**src/core/rsx_pkg.sv**
```systemverilog
package rsx_pkg;

  // ****************************************************************
  // Opcode fields
  // ****************************************************************
  localparam int OP_W   = 14;
  localparam int DATA_W = 8;
  localparam int ADDR_W = 7;

  // Upper six opcode bits for each instruction group
  localparam logic [5:0] OP_ROTL_HI = 6'h0D;  // 00 1101
  localparam logic [5:0] OP_ROTR_HI = 6'h0C;  // 00 1100
  localparam logic [5:0] OP_SUB_HI  = 6'h02;  // 00 0010
  localparam logic [5:0] OP_SWP_HI  = 6'h0E;  // 00 1110
  localparam logic [5:0] OP_TST_HI  = 6'h08;  // 00 1000, d must be 1
  localparam logic [5:0] OP_XLW_HI  = 6'h1D;  // 01 1101
  localparam logic [5:0] OP_XWF_HI  = 6'h06;  // 00 0110
  localparam logic [13:0] OP_STOP   = 14'h1E03;

  // Field positions
  localparam int D_BIT   = 7;
  localparam int HI_LSB  = 8;

  // Reset values
  localparam logic [7:0] ACC_RST = 8'h00;
  // Expiry and sleep flags both idle high after reset
  localparam logic       PWR_FLAG_RST = 1'b1;

  // ****************************************************************
  // Operation codes, one-hot
  // ****************************************************************
  typedef enum logic [7:0] {
    RSX_NONE = 8'b0000_0001,
    RSX_ROTL = 8'b0000_0010,
    RSX_ROTR = 8'b0000_0100,
    RSX_SUB  = 8'b0000_1000,
    RSX_SWP  = 8'b0001_0000,
    RSX_TST  = 8'b0010_0000,
    RSX_XLW  = 8'b0100_0000,
    RSX_XWF  = 8'b1000_0000
  } rsx_op_e;

endpackage

```
**src/core/rsx_wb_if.sv**
```systemverilog
`timescale 1ns/1ns
// Write-back bundle from the decoder to the result register stage
interface rsx_wb_if;
  logic       acc_we;
  logic       reg_we;
  logic [6:0] addr;
  logic [7:0] data;
  logic       c_we;
  logic       c_val;
  logic       dc_we;
  logic       dc_val;
  logic       z_we;
  logic       z_val;
  logic       stop;
  modport src (output acc_we, reg_we, addr, data, c_we, c_val, dc_we, dc_val, z_we, z_val, stop);
  modport dst (input  acc_we, reg_we, addr, data, c_we, c_val, dc_we, dc_val, z_we, z_val, stop);
endinterface

```
**src/core/rsx_exec.sv**
```systemverilog
`timescale 1ns/1ns
// What this block does
// - Rotate-left opcode shifts register left, carry into bit 0, bit 7 to carry.
// - Rotate-right opcode shifts right, carry into bit 7, bit 0 to carry.
// - Seven-bit register address; d=0 writes accumulator, d=1 writes register back.
// - Standby opcode enters stop mode and updates expiry and sleep flags.
// - Subtract opcode computes register minus accumulator, updates carry, half-carry, zero.
// - Nibble-exchange opcode swaps register halves, flags untouched.
// - Zero-test opcode writes nothing, sets Z when register is zero.
// - Literal XOR opcode xors accumulator with literal, updates Z.
// - Register XOR opcode xors accumulator with register to destination, updates Z.
module rsx_exec (
  // Clock and reset
  mclk,
  rst,
  // Instruction and operands
  instr_valid,
  instr,
  acc_in,
  reg_in,
  carry_in,
  // Register file address
  reg_addr,
  // Write-back
  acc_we,
  reg_we,
  reg_waddr,
  result,
  c_we,
  c_out,
  dc_we,
  dc_out,
  z_we,
  z_out,
  // Power state and accumulator shadow
  stop_req,
  expiry_indicator,
  sleep_entered_flag,
  acc_q
);
  input  wire logic        mclk;
  input  wire logic        rst;
  input  wire logic        instr_valid;
  input  wire logic [13:0] instr;
  input  wire logic [7:0]  acc_in;
  input  wire logic [7:0]  reg_in;
  input  wire logic        carry_in;
  output logic      [6:0]  reg_addr;
  output logic             acc_we;
  output logic             reg_we;
  output logic      [6:0]  reg_waddr;
  output logic      [7:0]  result;
  output logic             c_we;
  output logic             c_out;
  output logic             dc_we;
  output logic             dc_out;
  output logic             z_we;
  output logic             z_out;
  output logic             stop_req;
  output logic             expiry_indicator;
  output logic             sleep_entered_flag;
  output logic      [7:0]  acc_q;

  // ****************************************************************
  // Decode
  // ****************************************************************
  // Classify an opcode into its one-hot operation
  function automatic rsx_pkg::rsx_op_e decode(input logic [13:0] op);
    logic [5:0] hi;
    hi = op[13:rsx_pkg::HI_LSB];
    decode = rsx_pkg::RSX_NONE;
    if (hi == rsx_pkg::OP_ROTL_HI) decode = rsx_pkg::RSX_ROTL;
    if (hi == rsx_pkg::OP_ROTR_HI) decode = rsx_pkg::RSX_ROTR;
    if (hi == rsx_pkg::OP_SUB_HI) decode = rsx_pkg::RSX_SUB;
    if (hi == rsx_pkg::OP_SWP_HI) decode = rsx_pkg::RSX_SWP;
    if (hi == rsx_pkg::OP_TST_HI && op[rsx_pkg::D_BIT]) decode = rsx_pkg::RSX_TST;
    if (hi == rsx_pkg::OP_XLW_HI) decode = rsx_pkg::RSX_XLW;
    if (hi == rsx_pkg::OP_XWF_HI) decode = rsx_pkg::RSX_XWF;
  endfunction

  rsx_pkg::rsx_op_e op;
  logic             dest_reg;
  logic [8:0]       diff;
  logic [4:0]       diff_lo;

  assign op       = instr_valid ? decode(instr) : rsx_pkg::RSX_NONE;
  assign reg_addr = instr[6:0];
  assign dest_reg = instr[rsx_pkg::D_BIT];

  assign diff    = {1'b0, reg_in} + {1'b0, ~acc_in} + 9'h001;
  assign diff_lo = {1'b0, reg_in[3:0]} + {1'b0, ~acc_in[3:0]} + 5'h01;

  rsx_wb_if wb ();

  // ****************************************************************
  // Execute
  // ****************************************************************
  always_comb begin
    wb.acc_we = 1'b0;
    wb.reg_we = 1'b0;
    wb.addr   = reg_addr;
    wb.data   = 8'h00;
    wb.c_we   = 1'b0;
    wb.c_val  = 1'b0;
    wb.dc_we  = 1'b0;
    wb.dc_val = 1'b0;
    wb.z_we   = 1'b0;
    wb.z_val  = 1'b0;
    wb.stop   = 1'b0;
    unique case (op)
      rsx_pkg::RSX_ROTL: begin
        wb.data  = {reg_in[6:0], carry_in};
        wb.c_we  = 1'b1;
        wb.c_val = reg_in[7];
      end
      rsx_pkg::RSX_ROTR: begin
        wb.data  = {carry_in, reg_in[7:1]};
        wb.c_we  = 1'b1;
        wb.c_val = reg_in[0];
      end
      rsx_pkg::RSX_SUB: begin
        wb.data   = diff[7:0];
        wb.c_we   = 1'b1;
        wb.c_val  = diff[8];
        wb.dc_we  = 1'b1;
        wb.dc_val = diff_lo[4];
        wb.z_we   = 1'b1;
        wb.z_val  = (diff[7:0] == 8'h00);
      end
      rsx_pkg::RSX_SWP: begin
        wb.data = {reg_in[3:0], reg_in[7:4]};
      end
      rsx_pkg::RSX_TST: begin
        wb.z_we  = 1'b1;
        wb.z_val = (reg_in == 8'h00);
      end
      rsx_pkg::RSX_XLW: begin
        wb.data  = acc_in ^ instr[7:0];
        wb.z_we  = 1'b1;
        wb.z_val = ((acc_in ^ instr[7:0]) == 8'h00);
      end
      rsx_pkg::RSX_XWF: begin
        wb.data  = acc_in ^ reg_in;
        wb.z_we  = 1'b1;
        wb.z_val = ((acc_in ^ reg_in) == 8'h00);
      end
      rsx_pkg::RSX_NONE: begin
        wb.data = 8'h00;
      end
      default: begin
        wb.data = 8'h00;
      end
    endcase
    if (op == rsx_pkg::RSX_XLW) begin
      wb.acc_we = 1'b1;
    end else if (op inside {rsx_pkg::RSX_ROTL, rsx_pkg::RSX_ROTR, rsx_pkg::RSX_SUB,
                            rsx_pkg::RSX_SWP, rsx_pkg::RSX_XWF}) begin
      wb.acc_we = ~dest_reg;
      wb.reg_we = dest_reg;
    end
    wb.stop = instr_valid && (instr == rsx_pkg::OP_STOP);
  end

  rsx_wb_reg u_wb (
    .mclk     (mclk),
    .rst      (rst),
    .wb       (wb),
    .acc_we_q (acc_we),
    .reg_we_q (reg_we),
    .addr_q   (reg_waddr),
    .data_q   (result),
    .c_we_q   (c_we),
    .c_val_q  (c_out),
    .dc_we_q  (dc_we),
    .dc_val_q (dc_out),
    .z_we_q   (z_we),
    .z_val_q  (z_out),
    .stop_q   (stop_req)
  );

  // ****************************************************************
  // Power flags and accumulator shadow
  // ****************************************************************
  typedef struct packed {
    logic       exp_f;
    logic       slp_f;
    logic [7:0] acc;
  } rsx_st_s;

  rsx_st_s s_d;
  rsx_st_s s_q;

  // Flags idle at one after reset; standby clears sleep flag, sets expiry
  always_comb begin
    s_d = s_q;
    if (wb.stop) begin
      s_d.exp_f = 1'b1;
      s_d.slp_f = 1'b0;
    end
    if (wb.acc_we) begin
      s_d.acc = wb.data;
    end
  end

  always_ff @(posedge mclk) begin
    if (rst) begin
      s_q <= '{rsx_pkg::PWR_FLAG_RST, rsx_pkg::PWR_FLAG_RST, rsx_pkg::ACC_RST};
    end else begin
      s_q <= s_d;
    end
  end

  assign expiry_indicator   = s_q.exp_f;
  assign sleep_entered_flag = s_q.slp_f;
  assign acc_q              = s_q.acc;
endmodule

```
**src/core/rsx_wb_reg.sv**
```systemverilog
`timescale 1ns/1ns
// Registers the decoded write-back so every write-back output of the top is a flop
module rsx_wb_reg (
  // Clock and reset
  input  wire logic mclk,
  input  wire logic rst,
  // Decoded write-back in
  rsx_wb_if.dst     wb,
  // Registered write-back out
  output logic       acc_we_q,
  output logic       reg_we_q,
  output logic [6:0] addr_q,
  output logic [7:0] data_q,
  output logic       c_we_q,
  output logic       c_val_q,
  output logic       dc_we_q,
  output logic       dc_val_q,
  output logic       z_we_q,
  output logic       z_val_q,
  output logic       stop_q
);

  typedef struct packed {
    logic       acc_we;
    logic       reg_we;
    logic [6:0] addr;
    logic [7:0] data;
    logic       c_we;
    logic       c_val;
    logic       dc_we;
    logic       dc_val;
    logic       z_we;
    logic       z_val;
    logic       stop;
  } rsx_wb_s;

  rsx_wb_s st_d;
  rsx_wb_s st_q;

  // Copy the bundle into the next state
  always_comb begin
    st_d = '{wb.acc_we, wb.reg_we, wb.addr, wb.data, wb.c_we, wb.c_val,
             wb.dc_we, wb.dc_val, wb.z_we, wb.z_val, wb.stop};
  end

  // Strobes clear on reset so no spurious write follows it
  always_ff @(posedge mclk) begin
    if (rst) begin
      st_q <= '0;
    end else begin
      st_q <= st_d;
    end
  end

  assign acc_we_q = st_q.acc_we;
  assign reg_we_q = st_q.reg_we;
  assign addr_q   = st_q.addr;
  assign data_q   = st_q.data;
  assign c_we_q   = st_q.c_we;
  assign c_val_q  = st_q.c_val;
  assign dc_we_q  = st_q.dc_we;
  assign dc_val_q = st_q.dc_val;
  assign z_we_q   = st_q.z_we;
  assign z_val_q  = st_q.z_val;
  assign stop_q   = st_q.stop;

endmodule

```
**config.mk**
```make
export PLATFORM = sky130hd
export DESIGN_NAME = rsx_exec
export DESIGN_NICKNAME = d
export VERILOG_FILES = /design/src/core/rsx_pkg.sv /design/src/core/rsx_wb_if.sv /design/src/core/rsx_exec.sv /design/src/core/rsx_wb_reg.sv
export SDC_FILE = /design/constraint.sdc
export NUM_CORES = 1
export LEC_CHECK = 0
export BUFFER_PORTS_ARGS = -buffer_cell sky130_fd_sc_hd__buf_2
export CORE_MARGIN = 1
export CORE_UTILIZATION = 56
export CTS_BUF_LIST = sky130_fd_sc_hd__clkbuf_8 sky130_fd_sc_hd__clkbuf_16
export CTS_CLUSTER_DIAMETER = 200
export DETAILED_ROUTE_END_ITERATION = 8
export PLACE_DENSITY = 0.84
export SLEW_MARGIN = 20
export SYNTH_ARGS = -nofsm -noshare
export SYNTH_HDL_FRONTEND = slang
export SYNTH_HIERARCHICAL = 1
export SYNTH_SLANG_ARGS = --single-unit
```
**constraint.sdc**
```tcl
create_clock -name mclk -period 3.1 [get_ports mclk]
set_input_delay 0.155 -clock mclk [delete_from_list [all_inputs] [get_ports mclk]]
set_output_delay 0.155 -clock mclk [all_outputs]
set_load 0.05 [all_outputs]
```
**Word-level counts from Yosys, hierarchy flattened**

Cells that the tools add are included.

- Flip-flop bits (word level): 33
- Input bits: 34
- Output and inout port bits: 41

- Add/subtract/negate cells: 4
- Eq/ne operators: 15
- Mux-type cells: 16
- Bitwise operators: 7
- Reductions and logical operators: 11

Operators by type and width:

| operator | number |
|---|---|
| 2-to-1 mux 8 bit | 7 |
| case mux 8 bit (6 select lines) | 1 |
| logical NOT 8 bit | 4 |
| == test 6 x 4 -> 1 bit (second input constant) | 4 |
| XOR 8 bit | 2 |
| == test 14 x 13 -> 1 bit (second input constant) | 1 |
| adder 8 x 8 -> 9 bit | 1 |
| adder 9 x 1 -> 9 bit (second input constant) | 1 |
| == test 8 x 2 -> 1 bit (second input constant) | 1 |
| == test 8 x 3 -> 1 bit (second input constant) | 1 |
| == test 8 x 4 -> 1 bit (second input constant) | 1 |
| == test 8 x 5 -> 1 bit (second input constant) | 1 |
| == test 8 x 6 -> 1 bit (second input constant) | 1 |
| == test 8 x 7 -> 1 bit (second input constant) | 1 |
| == test 8 bit (second input constant) | 1 |
| inverter 8 bit | 1 |
| == test 6 x 2 -> 1 bit (second input constant) | 1 |
| == test 6 x 3 -> 1 bit (second input constant) | 1 |
| == test 6 x 5 -> 1 bit (second input constant) | 1 |
| OR reduction 3 bit | 2 |
| adder 4 x 4 -> 5 bit | 1 |
| adder 5 x 1 -> 5 bit (second input constant) | 1 |
| 2-to-1 mux 1 bit | 5 |
| nonzero test 5 bit | 1 |
| other kinds (8) | 11 |

**Depth between registers and ports, before layout**

- Depth in word-level cells: 13
- Mapped depth: 10
- Gate-level depth less buffers: 10

**Modules after synthesis**

Netlist, hierarchy kept.

Modules (own cells, without submodules):

| module | times used | cells each | area an instance (um^2) |
|---|---|---|---|
| rsx_exec | 1 | 229 | 1720.4 |
| rsx_wb_reg | 1 | 50 | 693.2 |

**Worst setup path before layout**

No wires, ideal clock.

- Kind: input -> register
- Start point: input reg_in[0]
- End point: register u_wb.st_q, in the netlist u_wb/z_val_q
- Library setup time: 58 ps
- Arrival: 1926 ps
- Path slack: 1116 ps
- Stages: 9
- Buffers on the path: 0
- Cells stage by stage: inv_1 > ha_1 > inv_1 > fa_1 > xor2_1 > or4_1 > nand4bb_1 > o41ai_1 > and2b_1

- Longest elaborated chain between the ends: 4
- Elaborated cells on any way between the ends: 7
- Those cells by class: add/sub: 2; mux: 1; bitwise: 1; reduce/logical: 3

Ends and longest elaborated chain:

| what | RTL line | text |
|---|---|---|
| start, declared | rsx_exec.sv:46 | `input wire logic [7:0] reg_in;` |
| adder 8 x 8 -> 9 bit | rsx_exec.sv:90 | `assign diff = {1'b0, reg_in} + {1'b0, ~acc_in} + 9'h001;` |
| adder 9 x 1 -> 9 bit | rsx_exec.sv:90 |  |
| logical NOT 8 bit | rsx_exec.sv:128 | `wb.z_val = (diff[7:0] == 8'h00);` |
| case mux 1 bit (4 select lines) * | rsx_exec.sv:110 | `unique case (op)` |
| via wb.z_val | rsx_wb_if.sv:13 | `logic z_val;` |
| end signal, assigned | rsx_wb_reg.sv:51 | `st_q <= st_d;` |
| end, declared | rsx_wb_reg.sv:38 | `rsx_wb_s st_q;` |

Mark *: on every way through the listed nets, which the timed path passes. The rest lies on a longest branch.
A chain may end at the register's enable or synchronous reset.

**Worst setup path in the final report**

Same ends and word-level chain as after synthesis.

==> reports/metrics.yaml <==
pwr-share-clk_pct: 30.6
synth_nets: 322
hold_class: "input pin to flop"
grt_max_degree: 34
critical_path_class: "input pin to flop"
gp_congestion: 0.946
track_usage_pct: 30.2
dieArea_mm2: 0.00458
met3_length_um: 649
hold_buffers: 0
critPathCaptureType: "flop"
synth-main-ff-cell: "dfxtp_1"
synth_enable_flop_cells: 0
grt_pass1_wl_mm: 10.2
cts_resized: 0
synth.distinct_cells: 68
wl_per_cell_um: 16.7
p_leak_nw: 1.26
final_nets: 379
power_density_mw_per_mm2: 375
skew_ns: 0
vias_per_cell: 6.04
rows: 23
max_freq_ghz: 0.510
insertion_delay_ns: 0.27
switchingPower_mw: 0.339
p_seq_share_pct: 41.9
start_util_pct: 59.5
gr-total-overflow: 0
cts.sinks: 33
setup_tns_ns: 0
netlist_instances: 279
synth-seq-cells: 33
fin_area_mm2: 0.00277
pre_cts_slack_ns: 0.870
critPathSlowestCell: "fa_1"
slew_headroom_pct: 50.7
wl_met1_mm: 2.70
crit_chain: "buf_2 -> inv_1 -> ha_1 -> inv_1 -> fa_1 -> xor2_1 -> or4_1 -> nand4bb_1 -> o41ai_1 -> and2b_1"
n_antenna_cell: 0
finalHoldViolCount: 0
setup_viol: 0
die_h_um: 67.7
dr.max_layer_used: "met4"
area_growth_pct: 14.8
cts-buffers-inserted: 5
comb_power_share_pct: 27.5
ys_seq_area_share_pct: 27.4
setup_ws_ns: 1.14
synth_warnings: 6
dp_hpwl_mm: 4.94
grt_pass1_vias: 2018
initialDrtViolationCount: 189
die_w_um: 67.7
drv_cap: 0
path_buf_inv: 3
coreArea_mm2: 0.00406
n_fill_cell: 361
period_needed_ns: 1.96
avgSynthCellArea_um2: 8.65
route.detailed.drc: 0
portBuffers: 73
fin_crit_sh_pct: 63.2
ys_async_sr_fraction_pct: 0
synth_area_mm2: 0.00241
ios: 75
wl_met2_mm: 2.98
clock_path_buffers: 2
worstSetupStartpointType: "input pin"
internal_power_mw: 0.699
drive_gt1_share_pct: 33.9
num_vias: 2330
required_ns: 3.33
cts_tree: "done"
final_max_slew_viol_count: 0
cp_max_fo: 5
cp.arrival_ns: 2.19
switching_share_pct: 32.7
rsz0062_at_grt: "false"
peakVddDrop_v: 0.000205
clkTransAtPathRegs_ns: 0.07
status: "finished clean"
crit_top_cell: "inv_1"
antenna_found_initial: 0
dpl_cell_area_mm2: 0.00268
wirelength_mm: 6.45
root_buffer: "clkbuf_8"
post_cts_buffers: 0
dr.pass1.iters: 6
critPathTopFamily: "simple AND/OR/NAND/NOR gates"
antenna_left: 0
htree_levels: 2
crit_path_max_incr_delay_ns: 0.41
worst_pin_slew_ns: 0.733
layout make-up:
cell class                      instances  area [µm²]  area share [%]
Tap cell                               50        62.6            2.26
Clock inverter                          1        3.75           0.136
Inverter                               15        56.3            2.03
Clock buffer                            6        82.6            2.98
Sequential cell                        33         661            23.8
Multi-Input combinational cell        206        1520            55.0
Timing Repair Buffer                   75         380            13.7
final timing paths:
check                           from                 end  slack, ns  cells after the start
hold / removal              instr[1]      u_wb/addr_q[1]       0.17                      2
hold reg to reg   sleep_entered_flag  sleep_entered_flag       0.46                      2
setup / recovery           reg_in[0]        u_wb/z_val_q       1.14                     10
setup reg to reg            acc_q[7]            acc_q[7]       2.39                      2
Yosys cell counts, drive strengths merged, types with 7 or more instances:
master  count  area (µm²)
dfxtp      33         661
nor2b      26         198
buf        19         150
nand2      18        67.6
nor2       17        63.8
inv        15        56.3
a21oi      10        53.8
o21ai       9        45.0
ha          8         100
xor2        8        70.1
nor3        7        35.0
nor4        7        50.1
power by group through the flow:
stage          registers [mW]  clock network (mW)  logic (mW)
4_1_cts                 0.435               0.327       0.281
2_1_floorplan           0.477                   0       0.175
5_1_grt                 0.436               0.340       0.308
6_report                0.435               0.318       0.285
3_3_place_gp            0.444                   0       0.277
3_5_place_dp            0.445                   0       0.280
through the flow:
stage | utilization (%) | power, mW | instances | hold WS, ns
2_1_floorplan | - | 0.651 | 279 | 0.280
3_3_place_gp | 66.1 | 0.721 | 379 | 0.442
3_5_place_dp | 66.1 | 0.725 | 379 | 0.447
4_1_cts | 68.3 | 1.04 | 386 | 0.161
5_1_grt | 68.3 | 1.08 | 386 | 0.168
6_report | 68.3 | 1.04 | 386 | 0.167
cell usage in the layout (no fill, tap or decap), types with 3 or more instances in the layout:
cell and instances:
a311oi_2 3, inv_2 3, a22oi_1 3, o21ai_0 8
nor4_1 6, a31oi_1 3, buf_2 73, nor2_1 17
dfxtp_1 33, inv_1 13, clkbuf_8 6, a21oi_1 9
nor3_1 7, o211ai_1 5, a222oi_1 4, xnor2_1 3
nor2b_2 14, nand2b_1 5, nand3b_1 4, nand3_1 5
xor2_1 8, nand2_1 18, or4_1 3, a211oi_1 3
ha_1 8, nand4b_1 3, nor2b_1 12, mux2i_1 6
and2b_1 4
metal layers:
metal  up-vias  global-route usage, %
met3        10                   2.53
met1      1057                   41.8
met4         0                   10.6
met5         -                      0
met2       148                   48.5
li1       1115                      -
worst reg2reg max path: cells and delay by family, from the launching register on:
family / cells / cell delay, ns
AOI/OAI and AO/OA: 1 / 0.23
DFF: 1 / 0.33
and+or+nand+nor: 1 / 0.05
sequential cells by signal, indices dropped and copies added (netlist names):
signal / cells
u_wb/z_we_q: 1
u_wb/addr_q: 7
u_wb/data_q: 8
u_wb/z_val_q: 1
u_wb/c_val_q: 1
sleep_entered_flag: 1
u_wb/dc_val_q: 1
u_wb/reg_we_q: 1
u_wb/dc_we_q: 1
u_wb/stop_q: 1
u_wb/acc_we_q: 1
acc_q: 8
u_wb/c_we_q: 1
logic make-up (layout without fill, tap and decap cells):
kind of cell	Yosys count	count (layout)	synth area share [%]
adders and majority gates	9	9	4.98
DFF	33	33	27.4
buffers and inverters	40	97	9.49
AOI/OAI and AO/OA	60	60	19.3
muxes	6	6	2.49
xor gates and xnor gates	11	11	3.99
other	1	1	0.155
and+or+nand+nor	119	119	32.2
Power figures use the tool's default switching activity.
